==> src/include/psd_pkg.sv <==
// Purpose: Shared constants and types for the DDR pseudo-static RAM slave.
// Assumes: One 20 MHz system clock samples every bus pin.
// Notes:   Latencies are counted in bus clock edges, refresh in CLK_I cycles.
`default_nettype none

package psd_pkg;

  // ****************************************************************
  // Widths of the bus, the word and the array
  // ****************************************************************
  localparam int DQ_W = 8;                // Data lanes per bus edge
  localparam int WORD_W = 16;             // Core word per bus clock
  localparam int CA_W = 48;               // Command/address field
  localparam int ROW_W = 5;               // Row index width
  localparam int COL_W = 3;               // Word within row
  localparam int ADDR_W = ROW_W + COL_W;  // Word address, no byte bit
  localparam int WORDS = 256;             // Array depth in words
  localparam int WRAP_W = 2;              // Wrap group of four words
  localparam int CNT_W = 4;               // Phase counter width
  localparam int REF_W = 8;               // Refresh counter width

  // ****************************************************************
  // Command/address field positions
  // ****************************************************************
  localparam int CA_RW_BIT = 47;          // High means read
  localparam int CA_LIN_BIT = 45;         // High means linear burst
  localparam int CA_ROW_LSB = 16;         // Row sits in the first cycles
  localparam int CA_COL_LSB = 0;          // Column sits in the third

  // ****************************************************************
  // Timing
  // ****************************************************************
  localparam int CLK_PERIOD_NS = 50;      // CLK_I period
  localparam int CA_BYTES = 6;            // Bytes of command/address
  localparam int INIT_LAT_CK = 3;         // Initial access, bus clocks
  localparam int REFRESH_INTERVAL_NS = 4000;  // Longest gap
  localparam int REFRESH_BUSY_NS = 200;   // Least refresh duration
  localparam logic [CNT_W-1:0] CA_LAST = CNT_W'(CA_BYTES - 1);
  localparam logic [CNT_W-1:0] LAT_ONE = CNT_W'(2 * INIT_LAT_CK);
  localparam logic [CNT_W-1:0] LAT_TWO = CNT_W'(4 * INIT_LAT_CK);
  localparam logic [REF_W-1:0] REF_INT_CYC =
    REF_W'(REFRESH_INTERVAL_NS / CLK_PERIOD_NS);
  localparam logic [REF_W-1:0] REF_BUSY_CYC =
    REF_W'((REFRESH_BUSY_NS + CLK_PERIOD_NS - 1) / CLK_PERIOD_NS);
  localparam logic [COL_W-1:0] COL_MID = 3'h4;  // Prefetch point in row

  // ****************************************************************
  // Types
  // ****************************************************************
  // Bus pins as seen after the synchroniser
  typedef struct packed {
    logic cs_n;
    logic ck;
    logic strb;
    logic [DQ_W-1:0] dq;
  } psd_pins_t;

  // Transaction phase
  typedef enum logic [2:0] {
    ST_IDLE,
    ST_CA,
    ST_LAT,
    ST_READ,
    ST_WRITE
  } psd_state_t;

endpackage : psd_pkg

`default_nettype wire

==> src/psd_slave.sv <==
// Purpose: Slave end of a DDR byte bus on a self-refreshing DRAM.
// Assumes: The host clock and select arrive as pins, far below CLK_I.
// Notes:   Bus edges are found by sampling the host clock.
//
// How it works
// - Refresh starts internally only while bus idles
// - Strobe high in command phase when refresh pending
// - Select, six command bytes, latency, then data
// - Read strobe toggles with each data byte
// - Write mask high keeps byte, low writes
// - One word per clock, one byte per edge
// - Next word each clock, type per transaction
// - Wrapped burst circles its aligned group
// - Linear burst increments until select released
// - Linear burst prefetches next row early
// - Addresses are word addresses only
// - Row, type from early bytes, column third
// - Reset low returns standby, lanes released
`default_nettype none

module psd_slave (
  input wire logic CLK_I,
  input wire logic RSTN_I,
  input wire logic CS_N_I,
  input wire logic BUS_CK_I,
  input wire logic STRB_I,
  input wire logic [7:0] DQ_I,
  output logic [7:0] DQ_O,
  output logic DQ_OE_N_O,
  output logic STRB_O,
  output logic STRB_OE_N_O,
  output logic REFRESH_BUSY_O
);

  // ****************************************************************
  // Pin synchroniser
  // ****************************************************************
  psd_pkg::psd_pins_t raw;  // Pins grouped as they arrive
  psd_pkg::psd_pins_t s;    // Pins after two flops

  assign raw = '{cs_n: CS_N_I, ck: BUS_CK_I, strb: STRB_I, dq: DQ_I};

  // Data and clock pass equal delay, so their alignment is kept
  psd_sync u_sync (
    .clk_i(CLK_I),
    .d_i(raw),
    .q_o(s)
  );

  // ****************************************************************
  // Helpers
  // ****************************************************************
  // Row part of a word address
  function automatic logic [psd_pkg::ROW_W-1:0] psd_row(
    input logic [psd_pkg::ADDR_W-1:0] a
  );
    return a[psd_pkg::ADDR_W-1:psd_pkg::COL_W];
  endfunction : psd_row

  // Next burst address; a wrapped burst keeps the group bits
  function automatic logic [psd_pkg::ADDR_W-1:0] psd_step(
    input logic [psd_pkg::ADDR_W-1:0] a,
    input logic lin
  );
    logic [psd_pkg::ADDR_W-1:0] n;
    n = a + 8'h01;
    if (!lin) begin
      n[psd_pkg::ADDR_W-1:psd_pkg::WRAP_W] =
        a[psd_pkg::ADDR_W-1:psd_pkg::WRAP_W];
    end
    return n;
  endfunction : psd_step

  // ****************************************************************
  // Declarations
  // ****************************************************************
  logic sel;                    // Select asserted after sync
  logic ck_prev;                // Host clock one cycle earlier
  logic ck_edge;                // Either host clock edge seen
  logic ref_flag;               // Refresh owed or running
  psd_pkg::psd_state_t st, next_st;      // Transaction phase
  logic [psd_pkg::CA_W-1:0] ca, next_ca; // Command bytes so far
  logic [psd_pkg::CA_W-1:0] ca_full;     // With the current byte
  logic [psd_pkg::CNT_W-1:0] cnt, next_cnt;  // Byte or edge count
  logic [psd_pkg::ADDR_W-1:0] addr, next_addr;  // Current word
  logic is_rd, next_rd;         // Read transaction
  logic is_lin, next_lin;       // Linear burst
  logic extra, next_extra;      // Doubled latency flagged
  logic hi, next_hi;            // Next byte is the upper one
  logic [7:0] next_dq;          // Read byte for the lanes
  logic next_dq_oe_n;           // Lane enable, low drives
  logic next_strb;              // Strobe level
  logic next_strb_oe_n;         // Strobe enable, low drives
  logic [psd_pkg::ROW_W-1:0] open_row, next_open_row;  // Row in use
  logic [psd_pkg::ROW_W-1:0] pf_row, next_pf_row;  // Fetched ahead
  logic pf_valid, next_pf_valid;  // Prefetched row ready
  logic adv;                    // Word finished, step address
  logic mem_we;                 // Write one byte of the array
  logic [psd_pkg::WORD_W-1:0] rd_word;  // Word under the address
  logic [psd_pkg::WORD_W-1:0] mem [psd_pkg::WORDS];  // Array
  logic [psd_pkg::REF_W-1:0] ref_cnt, next_ref_cnt;  // Interval
  logic [psd_pkg::REF_W-1:0] ref_left, next_ref_left;  // Busy time
  logic ref_due, next_ref_due;  // Refresh owed
  logic ref_busy, next_ref_busy;  // Refresh running
  logic ref_go;                 // Refresh starts this cycle

  assign sel = !s.cs_n;
  assign ck_edge = s.ck ^ ck_prev;
  assign ref_flag = ref_due | ref_busy;
  assign ca_full = {ca[psd_pkg::CA_W-psd_pkg::DQ_W-1:0], s.dq};
  assign rd_word = mem[addr];

  // ****************************************************************
  // Refresh engine
  // ****************************************************************
  // Counts the interval; starts refresh only with the bus idle
  always_comb begin
    next_ref_cnt = ref_cnt + 8'h01;
    next_ref_due = ref_due;
    next_ref_busy = ref_busy;
    next_ref_left = ref_left;
    ref_go = ref_due && !ref_busy && st == psd_pkg::ST_IDLE
      && !sel;
    if (ref_go) begin
      next_ref_busy = 1'b1;
      next_ref_left = psd_pkg::REF_BUSY_CYC;
    end else if (ref_busy) begin
      next_ref_left = ref_left - 8'h01;
      if (ref_left == 8'h01) begin
        next_ref_busy = 1'b0;
        next_ref_due = 1'b0;
      end
    end
    // A new interval ending now beats the clear above
    if (ref_cnt == psd_pkg::REF_INT_CYC - 8'h01) begin
      next_ref_cnt = 8'h00;
      next_ref_due = 1'b1;
    end
  end

  // Registers the refresh state
  always_ff @(posedge CLK_I) begin
    if (!RSTN_I) begin
      ref_cnt <= 8'h00;
      ref_left <= 8'h00;
      ref_due <= 1'b0;
      ref_busy <= 1'b0;
      REFRESH_BUSY_O <= 1'b0;
    end else begin
      ref_cnt <= next_ref_cnt;
      ref_left <= next_ref_left;
      ref_due <= next_ref_due;
      ref_busy <= next_ref_busy;
      REFRESH_BUSY_O <= next_ref_busy;
    end
  end

  // ****************************************************************
  // Transaction engine
  // ****************************************************************
  // Walks command, latency and data phases on host clock edges
  always_comb begin
    next_st = st;
    next_ca = ca;
    next_cnt = cnt;
    next_addr = addr;
    next_rd = is_rd;
    next_lin = is_lin;
    next_extra = extra;
    next_hi = hi;
    next_dq = DQ_O;
    next_dq_oe_n = DQ_OE_N_O;
    next_strb = STRB_O;
    next_strb_oe_n = STRB_OE_N_O;
    next_open_row = open_row;
    next_pf_row = pf_row;
    next_pf_valid = pf_valid;
    adv = 1'b0;
    mem_we = 1'b0;
    if (!sel) begin
      // Select high ends any transaction and frees the lanes
      next_st = psd_pkg::ST_IDLE;
      next_dq_oe_n = 1'b1;
      next_strb_oe_n = 1'b1;
      next_strb = 1'b0;
    end else begin
      unique case (st)
        psd_pkg::ST_IDLE: begin
          // Flag a pending refresh on the strobe at once
          next_st = psd_pkg::ST_CA;
          next_cnt = 4'h0;
          next_extra = ref_flag;
          next_strb = ref_flag;
          next_strb_oe_n = 1'b0;
        end
        psd_pkg::ST_CA: begin
          if (ck_edge) begin
            next_ca = ca_full;
            next_cnt = cnt + 4'h1;
            if (cnt == psd_pkg::CA_LAST) begin
              // Type and row from early bytes, column from last
              next_rd = ca_full[psd_pkg::CA_RW_BIT];
              next_lin = ca_full[psd_pkg::CA_LIN_BIT];
              next_addr = {
                ca_full[psd_pkg::CA_ROW_LSB +: psd_pkg::ROW_W],
                ca_full[psd_pkg::CA_COL_LSB +: psd_pkg::COL_W]
              };
              next_open_row =
                ca_full[psd_pkg::CA_ROW_LSB +: psd_pkg::ROW_W];
              next_pf_valid = 1'b0;
              next_cnt = extra ? psd_pkg::LAT_TWO : psd_pkg::LAT_ONE;
              next_st = psd_pkg::ST_LAT;
              next_strb = 1'b0;
              // A write hands the strobe to the host as a mask
              next_strb_oe_n = !ca_full[psd_pkg::CA_RW_BIT];
            end
          end
        end
        psd_pkg::ST_LAT: begin
          if (ck_edge) begin
            next_cnt = cnt - 4'h1;
            if (cnt == 4'h1) begin
              next_st = is_rd ? psd_pkg::ST_READ : psd_pkg::ST_WRITE;
              next_hi = 1'b1;
              next_dq_oe_n = !is_rd;
            end
          end
        end
        psd_pkg::ST_READ: begin
          if (ck_edge) begin
            // Byte and strobe change together: edge aligned
            next_dq = hi ? rd_word[15:8] : rd_word[7:0];
            next_strb = hi;
            next_hi = !hi;
            adv = !hi;
          end
        end
        psd_pkg::ST_WRITE: begin
          if (ck_edge) begin
            mem_we = !s.strb;
            next_hi = !hi;
            adv = !hi;
          end
        end
      endcase
    end
    // Step the word; a new row takes over the prefetched one
    if (adv) begin
      next_addr = psd_step(addr, is_lin);
      if (psd_row(next_addr) != psd_row(addr)) begin
        next_open_row = psd_row(next_addr);
        next_pf_valid = 1'b0;
      end
    end
    // From halfway through a row, open the next one in the background;
    // a burst that starts late in a row must still fetch before crossing
    if (sel && is_lin && !pf_valid && addr[2:0] >= psd_pkg::COL_MID
        && (st == psd_pkg::ST_READ || st == psd_pkg::ST_WRITE)) begin
      next_pf_row = psd_row(addr) + 5'h01;
      next_pf_valid = 1'b1;
    end
  end

  // Registers the transaction state; reset frees the lanes
  always_ff @(posedge CLK_I) begin
    if (!RSTN_I) begin
      st <= psd_pkg::ST_IDLE;
      ca <= 48'h000000000000;
      cnt <= 4'h0;
      addr <= 8'h00;
      is_rd <= 1'b0;
      is_lin <= 1'b0;
      extra <= 1'b0;
      hi <= 1'b1;
      ck_prev <= 1'b0;
      open_row <= 5'h00;
      pf_row <= 5'h00;
      pf_valid <= 1'b0;
      DQ_O <= 8'h00;
      DQ_OE_N_O <= 1'b1;
      STRB_O <= 1'b0;
      STRB_OE_N_O <= 1'b1;
    end else begin
      st <= next_st;
      ca <= next_ca;
      cnt <= next_cnt;
      addr <= next_addr;
      is_rd <= next_rd;
      is_lin <= next_lin;
      extra <= next_extra;
      hi <= next_hi;
      ck_prev <= s.ck;
      open_row <= next_open_row;
      pf_row <= next_pf_row;
      pf_valid <= next_pf_valid;
      DQ_O <= next_dq;
      DQ_OE_N_O <= next_dq_oe_n;
      STRB_O <= next_strb;
      STRB_OE_N_O <= next_strb_oe_n;
    end
  end

  // ****************************************************************
  // Array
  // ****************************************************************
  // Byte writes; the array keeps its content through reset
  always_ff @(posedge CLK_I) begin
    if (mem_we) begin
      if (hi) begin
        mem[addr][15:8] <= s.dq;
      end else begin
        mem[addr][7:0] <= s.dq;
      end
    end
  end
endmodule : psd_slave

`default_nettype wire

==> src/psd_sync.sv <==
// Purpose: Two-flop synchroniser for the bus pins.
// Assumes: Every bit is an independent level from outside CLK_I.
// Notes:   The first stage feeds only the second stage.
`default_nettype none

module psd_sync (
  input wire logic clk_i,
  input wire psd_pkg::psd_pins_t d_i,
  output var psd_pkg::psd_pins_t q_o
);

  // ****************************************************************
  // Two stages
  // ****************************************************************
  psd_pkg::psd_pins_t meta;  // Possibly metastable, read by q_o only

  // Registers both stages; reset is not needed, the pins settle fast
  always_ff @(posedge clk_i) begin
    meta <= d_i;
    q_o <= meta;
  end

endmodule : psd_sync

`default_nettype wire

==> config.mk <==
export PLATFORM = sky130hd
export DESIGN_NAME = psd_slave
export DESIGN_NICKNAME = d
export VERILOG_FILES = /design/src/include/psd_pkg.sv /design/src/psd_slave.sv /design/src/psd_sync.sv
export SDC_FILE = /design/constraint.sdc
export NUM_CORES = 2
export LEC_CHECK = 0
export BUFFER_PORTS_ARGS = -buffer_cell sky130_fd_sc_hd__clkbuf_2
export CAP_MARGIN = 10
export CELL_PAD_IN_SITES_DETAIL_PLACEMENT = 1
export CELL_PAD_IN_SITES_GLOBAL_PLACEMENT = 2
export CORE_UTILIZATION = 25
export DETAILED_ROUTE_END_ITERATION = 10
export PLACE_DENSITY_LB_ADDON = 0.25
export SETUP_SLACK_MARGIN = 0.1
export SLEW_MARGIN = 0
export SYNTH_ARGS = -nofsm -noshare
export SYNTH_HDL_FRONTEND = slang
export SYNTH_HIERARCHICAL = 1
export SYNTH_SLANG_ARGS = --single-unit
==> constraint.sdc <==
create_clock -name CLK_I -period 10 [get_ports CLK_I]
set_clock_uncertainty 0.15 [all_clocks]
set_input_delay 2 -clock CLK_I [delete_from_list [all_inputs] [get_ports CLK_I]]
set_output_delay 2 -clock CLK_I [all_outputs]
set_load 0.05 [all_outputs]
---- Yosys cells after proc, flatten, opt, wreduce, memory -nomap -nowiden ----
Memory sizes are Yosys's and may differ from the RTL's.
Cells that the tools add are included.
storage, ports and cells
  register bits ........................... 111
  input bits .............................. 13
  memories ................................ 1
  bits in writable memories ............... 4096
operators by class
  eq/ne operators ......................... 17
  reduce and logical (&&, ||, !) cells .... 36
  add/subtract/negate cells ............... 5
  mux-type cells .......................... 50
  bitwise gates (word level) .............. 4
memory list
  name  depth  bits a word  read ports  clocked after memory_dff  wr ports  line              RTL
  mem   256    16           1           0                         1         psd_slave.sv:100  logic [psd_pkg::WORD_W-1:0] mem [psd_pkg::WORDS];
operators with widths
  operator                                                                 count
  8-bit 2-to-1 mux                                                         6
  1-bit 2-to-1 mux                                                         27
  3-bit 2-to-1 mux                                                         7
  8-bit by 1-bit adder with 8-bit output, second input constant            2
  4-bit 2-to-1 mux                                                         4
  4-bit AND reduction                                                      4
  2-bit nonzero test                                                       8
  3-bit AND reduction                                                      5
  5-bit AND reduction                                                      3
  2-bit inequality test, second input constant                             7
  4-bit one-hot mux with 3 select lines                                    1
  3-bit one-hot mux with 3 select lines                                    1
  8-bit by 1-bit == test with 1-bit output, second input constant          1
  8-bit by 7-bit == test with 1-bit output, second input constant          1
  2-bit OR reduction                                                       4
  8-bit by 1-bit subtractor with 8-bit output, second input constant       1
  3-bit by 2-bit == test with 1-bit output, second input constant          2
  6-bit 2-to-1 mux                                                         1
  3-bit nonzero test                                                       2
  1-bit logical NOT                                                        5
  4-bit by 1-bit adder with 4-bit output, second input constant            1
  4-bit by 1-bit == test with 1-bit output, second input constant          1
  4-bit by 3-bit == test with 1-bit output, second input constant          1
  2-bit by 1-bit inequality test with 1-bit output, second input constant  2
  other kinds (11)                                                         15

---- Logic depth before layout (Yosys ltp) ----
  depth after elaboration ................. 6
  depth in mapped cells ................... 14
  mapped depth without buffers ............ 9

---- Cells and area by module ----
The synthesis kept the hierarchy.
modules (own cells, without submodules)
  module     instances  seq. area each (um^2)  area an instance (um^2)  cells an instance
  psd_slave  1          124379.3               162130.5                 7774
  psd_sync   1          440.4                  440.4                    22

---- Least setup slack after synthesis ----
Ideal clock, no wire load.
  path kind ............................... register -> register
  start ................................... register u_sync/q_o[0] in the netlist's numbering
  end ..................................... memory mem[0][0] in the netlist's numbering, data pin
  stages on the path, launching flop included .. 1
  data required time ...................... 8338 ps
  arrival ................................. 6530 ps
  slack ................................... 1808 ps
  setup time .............................. 1512 ps
  cells stage by stage .................... dfxtp_1
RTL lines
  element                 line              RTL
  start, declared         psd_sync.sv:9     output var psd_pkg::psd_pins_t q_o
  start signal, assigned  psd_sync.sv:20    q_o <= meta;
  end, declared           psd_slave.sv:100
Straight into the memory's write port.

---- Worst setup path after layout ----
  start ................................... register addr[1] in the netlist's numbering
  end ..................................... register DQ_O[7]
on the way
  longest elaborated chain between the ends .. 2
RTL lines
  element                 line              RTL
  start, declared         psd_slave.sv:85   logic [psd_pkg::ADDR_W-1:0] addr, next_addr;
  start signal, assigned  psd_slave.sv:287  addr <= next_addr;
  memory 256 x 16 bit     -
  8-bit 2-to-1 mux        psd_slave.sv:232  next_dq = hi ? rd_word[15:8] : rd_word[7:0];
  end signal, assigned    psd_slave.sv:296  DQ_O <= next_dq;
  end, declared           psd_slave.sv:28   output logic [7:0] DQ_O,
Every way passes these cells.
A chain may end at the register's enable or synchronous reset.

==> flow_summary.yaml <==
worst_setup_path:
  worst-path-max-fanout: 67
  worstSetupStartpointType: "flip-flop"
  critPathKind: "reg2reg"
  worstSetupStartpoint: "addr[1]"
  critPathArrivalTime_ps: 6610
  worst_r2r_startpoint: "addr[1]"
  required_ps: 10750
  endpoint_kind: "flip-flop"
global_route:
  use_met3_pct: 2.44
  track_usage_pct: 16.9
  use_met1_pct: 23.3
  grt_pass1_wl_mm: 770
  grt_overflow: 0
  grt_max_degree: 162
  grt_antenna_before_repair: 75
  top_usage_layer: "met2"
  met2_usage_pct: 28.0
  grt_pass1_vias: 85700
floorplanning:
  core_mm2: 0.647
  start_util_pct: 25.1
  ios: 25
  dieArea_mm2: 0.654
  die_w_um: 808
  die_h_um: 808
  fp-row-count: 295
route:
  wl_per_cell_um: 33.5
  routed_wl_mm: 572
  drc: 0
  antenna_left: 0
  drt_iter0_markers: 9604
  first_pass_iters: 5
  via_per_inst: 4.85
  num_vias: 82700
place:
  dpl_worst_slack_ps: 4190
  hpwl_mm: 356
  io_buffer_count: 24
  gp_congestion: 0.814
clocking:
  cts_buffers: 446
  post_cts_buffers: 0
  ctsResizeCount: 0
  insertion_delay_ps: 1060
  clockBufferDepth: 4
  clock-sinks: 4187
  cts_root_buffer: "clkbuf_16"
  clk_pin_slew_ps: 70
  cts_tree: "done"
  cts_max_level: 5
  cts_hold_buffers: 0
logic_synthesis:
  synth_edf_count: 4096
  yosysSeqAreaShare_pct: 76.8
  syn-num-nets: 7819
  syn_area_mm2: 0.163
  synth.avg_cell_area_um2: 20.9
  async_flop_share_pct: 0
  ys.warnings.count: 6
  synth_flop_cell: "edfxtp_1"
  ys_types: 79
  ys_ff_latch: 4187
  syn_inst: 7796
finish:
  syn2layout_area_growth_pct: 15.9
  multi_input_area_mm2: 0.0355
  fin_nets: 8058
  num-fill-cells: 65400
  drive_above_1_share_pct: 24.7
  layout_common_cells: "4096 x edfxtp_1, 1001 x mux4_2, 620 x nor2_1, 454 x clkbuf_16, 288 x nand2_1"
  layout_commonest_cell: "edfxtp_1"
  regArea_mm2: 0.125
power:
  p_total_uw: 36700
  max-vdd-ir-drop_v: 0.000146
  leakagePower_uw: 0.0551
  power.density_mw_per_mm2: 195
sta:
  clock.fmax_ghz: 0.171
  rsz0062_at_grt: "false"
  slew_violations: 0
  hold_viol_final: 0
  timing.slew.headroom_pct: 7.69
  finalSetupViolCount: 0
  worst_pin_slew_ps: 1370
  period_share_pct: 58.6
  tns_ps: 0
  finalWorstSetupSlack_ps: 4140
  period_needed_ps: 5860
hold_path:
  hp-class: "reg2reg"
  worstHoldStart: "u_sync/meta[7]"
run:
  cap_viol_max_count: 0
run_status:
  status: "complete, no violations"
-- flip-flops by register name (all words and copies together) (netlist names) --
name,cells
STRB_OE_N_O,1
is_lin,1
ref_left,8
st,3
addr,8
cnt,4
is_rd,1
ck_prev,1
extra,1
mem,4096
DQ_OE_N_O,1
u_sync/meta,11
u_sync/q_o,11
ca,20
DQ_O,8
ref_busy,1
hi,1
ref_cnt,8
ref_due,1
STRB_O,1
-- cell usage after synthesis, types with 40 or more instances --
| cell | count | area share [%] |
|---|---|---|
| a21oi_1 | 112 | 0.34 |
| a22oi_1 | 128 | 0.59 |
| buf_2 | 96 | 0.30 |
| buf_4 | 71 | 0.33 |
| buf_6 | 56 | 0.39 |
| clkbuf_1 | 226 | 0.52 |
| dfxtp_1 | 91 | 1.1 |
| edfxtp_1 | 4096 | 76 |
| mux2_2 | 40 | 0.28 |
| mux2i_1 | 218 | 1.3 |
| mux4_2 | 1001 | 14 |
| nand2_1 | 303 | 0.70 |
| nand3_1 | 85 | 0.26 |
| nor2_1 | 628 | 1.4 |
| nor3_1 | 44 | 0.14 |
| o21ai_0 | 48 | 0.15 |
| o22ai_1 | 42 | 0.16 |
-- critical path, cell delays in order, from the launching register on --
cell       delay [ps]
dfxtp_4           780
buf_12            470
buf_4             650
buf_4             720
mux4_2            420
nor2_1            190
nor2_1             90
o21ai_0          1020
o41ai_1           190
a2111oi_0         500
buf_2             240
o31ai_1            80
-- per-stage QoR --
stage               util, %  area (um2)  hold WS, ps  std cells
floorplan                 -      163000          160       7796
global placement       26.8      174000          163      16200
detailed placement     26.8      174000          165      16200
CTS                    29.1      188000          178      17000
global route           29.1      188000          186      17000
finish                 29.1      188000          176      17100
-- worst paths after layout --
path,endpoint,slack (ps),depth (start not counted)
setup / recovery,DQ_O[7],4140,11
hold / removal,u_sync/q_o[7],180,0
setup reg to reg,DQ_O[7],4140,11
hold reg to reg,u_sync/q_o[7],180,0
-- per-layer routing --
layer,part of all wire [%],wire length [um],vias up
met2,48,273000,2785
met1,43,249000,46300
met5,0.0045,26,-
met3,5.6,32200,679
met4,3.1,17800,4
li1,-,-,32900
-- report_power, final --
group	internal, uW	switching (uW)	leakage (uW)
sequential	19300	35.3	0.0375
clock	9710	7190	0.00718
combinational	57.7	420	0.0103
total	29000	7640	0.0551
-- cells by family (layout without fill, tap and decap cells) --
kind of cell               Yosys count  after routing  synth area share (%)
DFF                               4187           4187                  76.8
muxes                             1259           1259                  15.5
and+or+nand+nor                   1223           1223                  3.26
AOI/OAI and AO/OA                  599            599                  2.60
buffers and inverters              502           1112                  1.71
xor gates and xnor gates            16             16                0.0862
adders and majority gates           10             10                0.0770
other                                0             38                     0
-- final cells by class --
cell class              instances  share of cell area (%)
clock buffers                 530                    6.18
inverters                      14                  0.0325
diodes                         38                  0.0505
clock inverters               289                    1.61
repair buffers                279                    1.30
flip-flops and latches       4187                    66.3
well taps                    8613                    5.72
multi-input cells            3107                    18.8
Note: power is estimated with default switching activity, not from simulation.
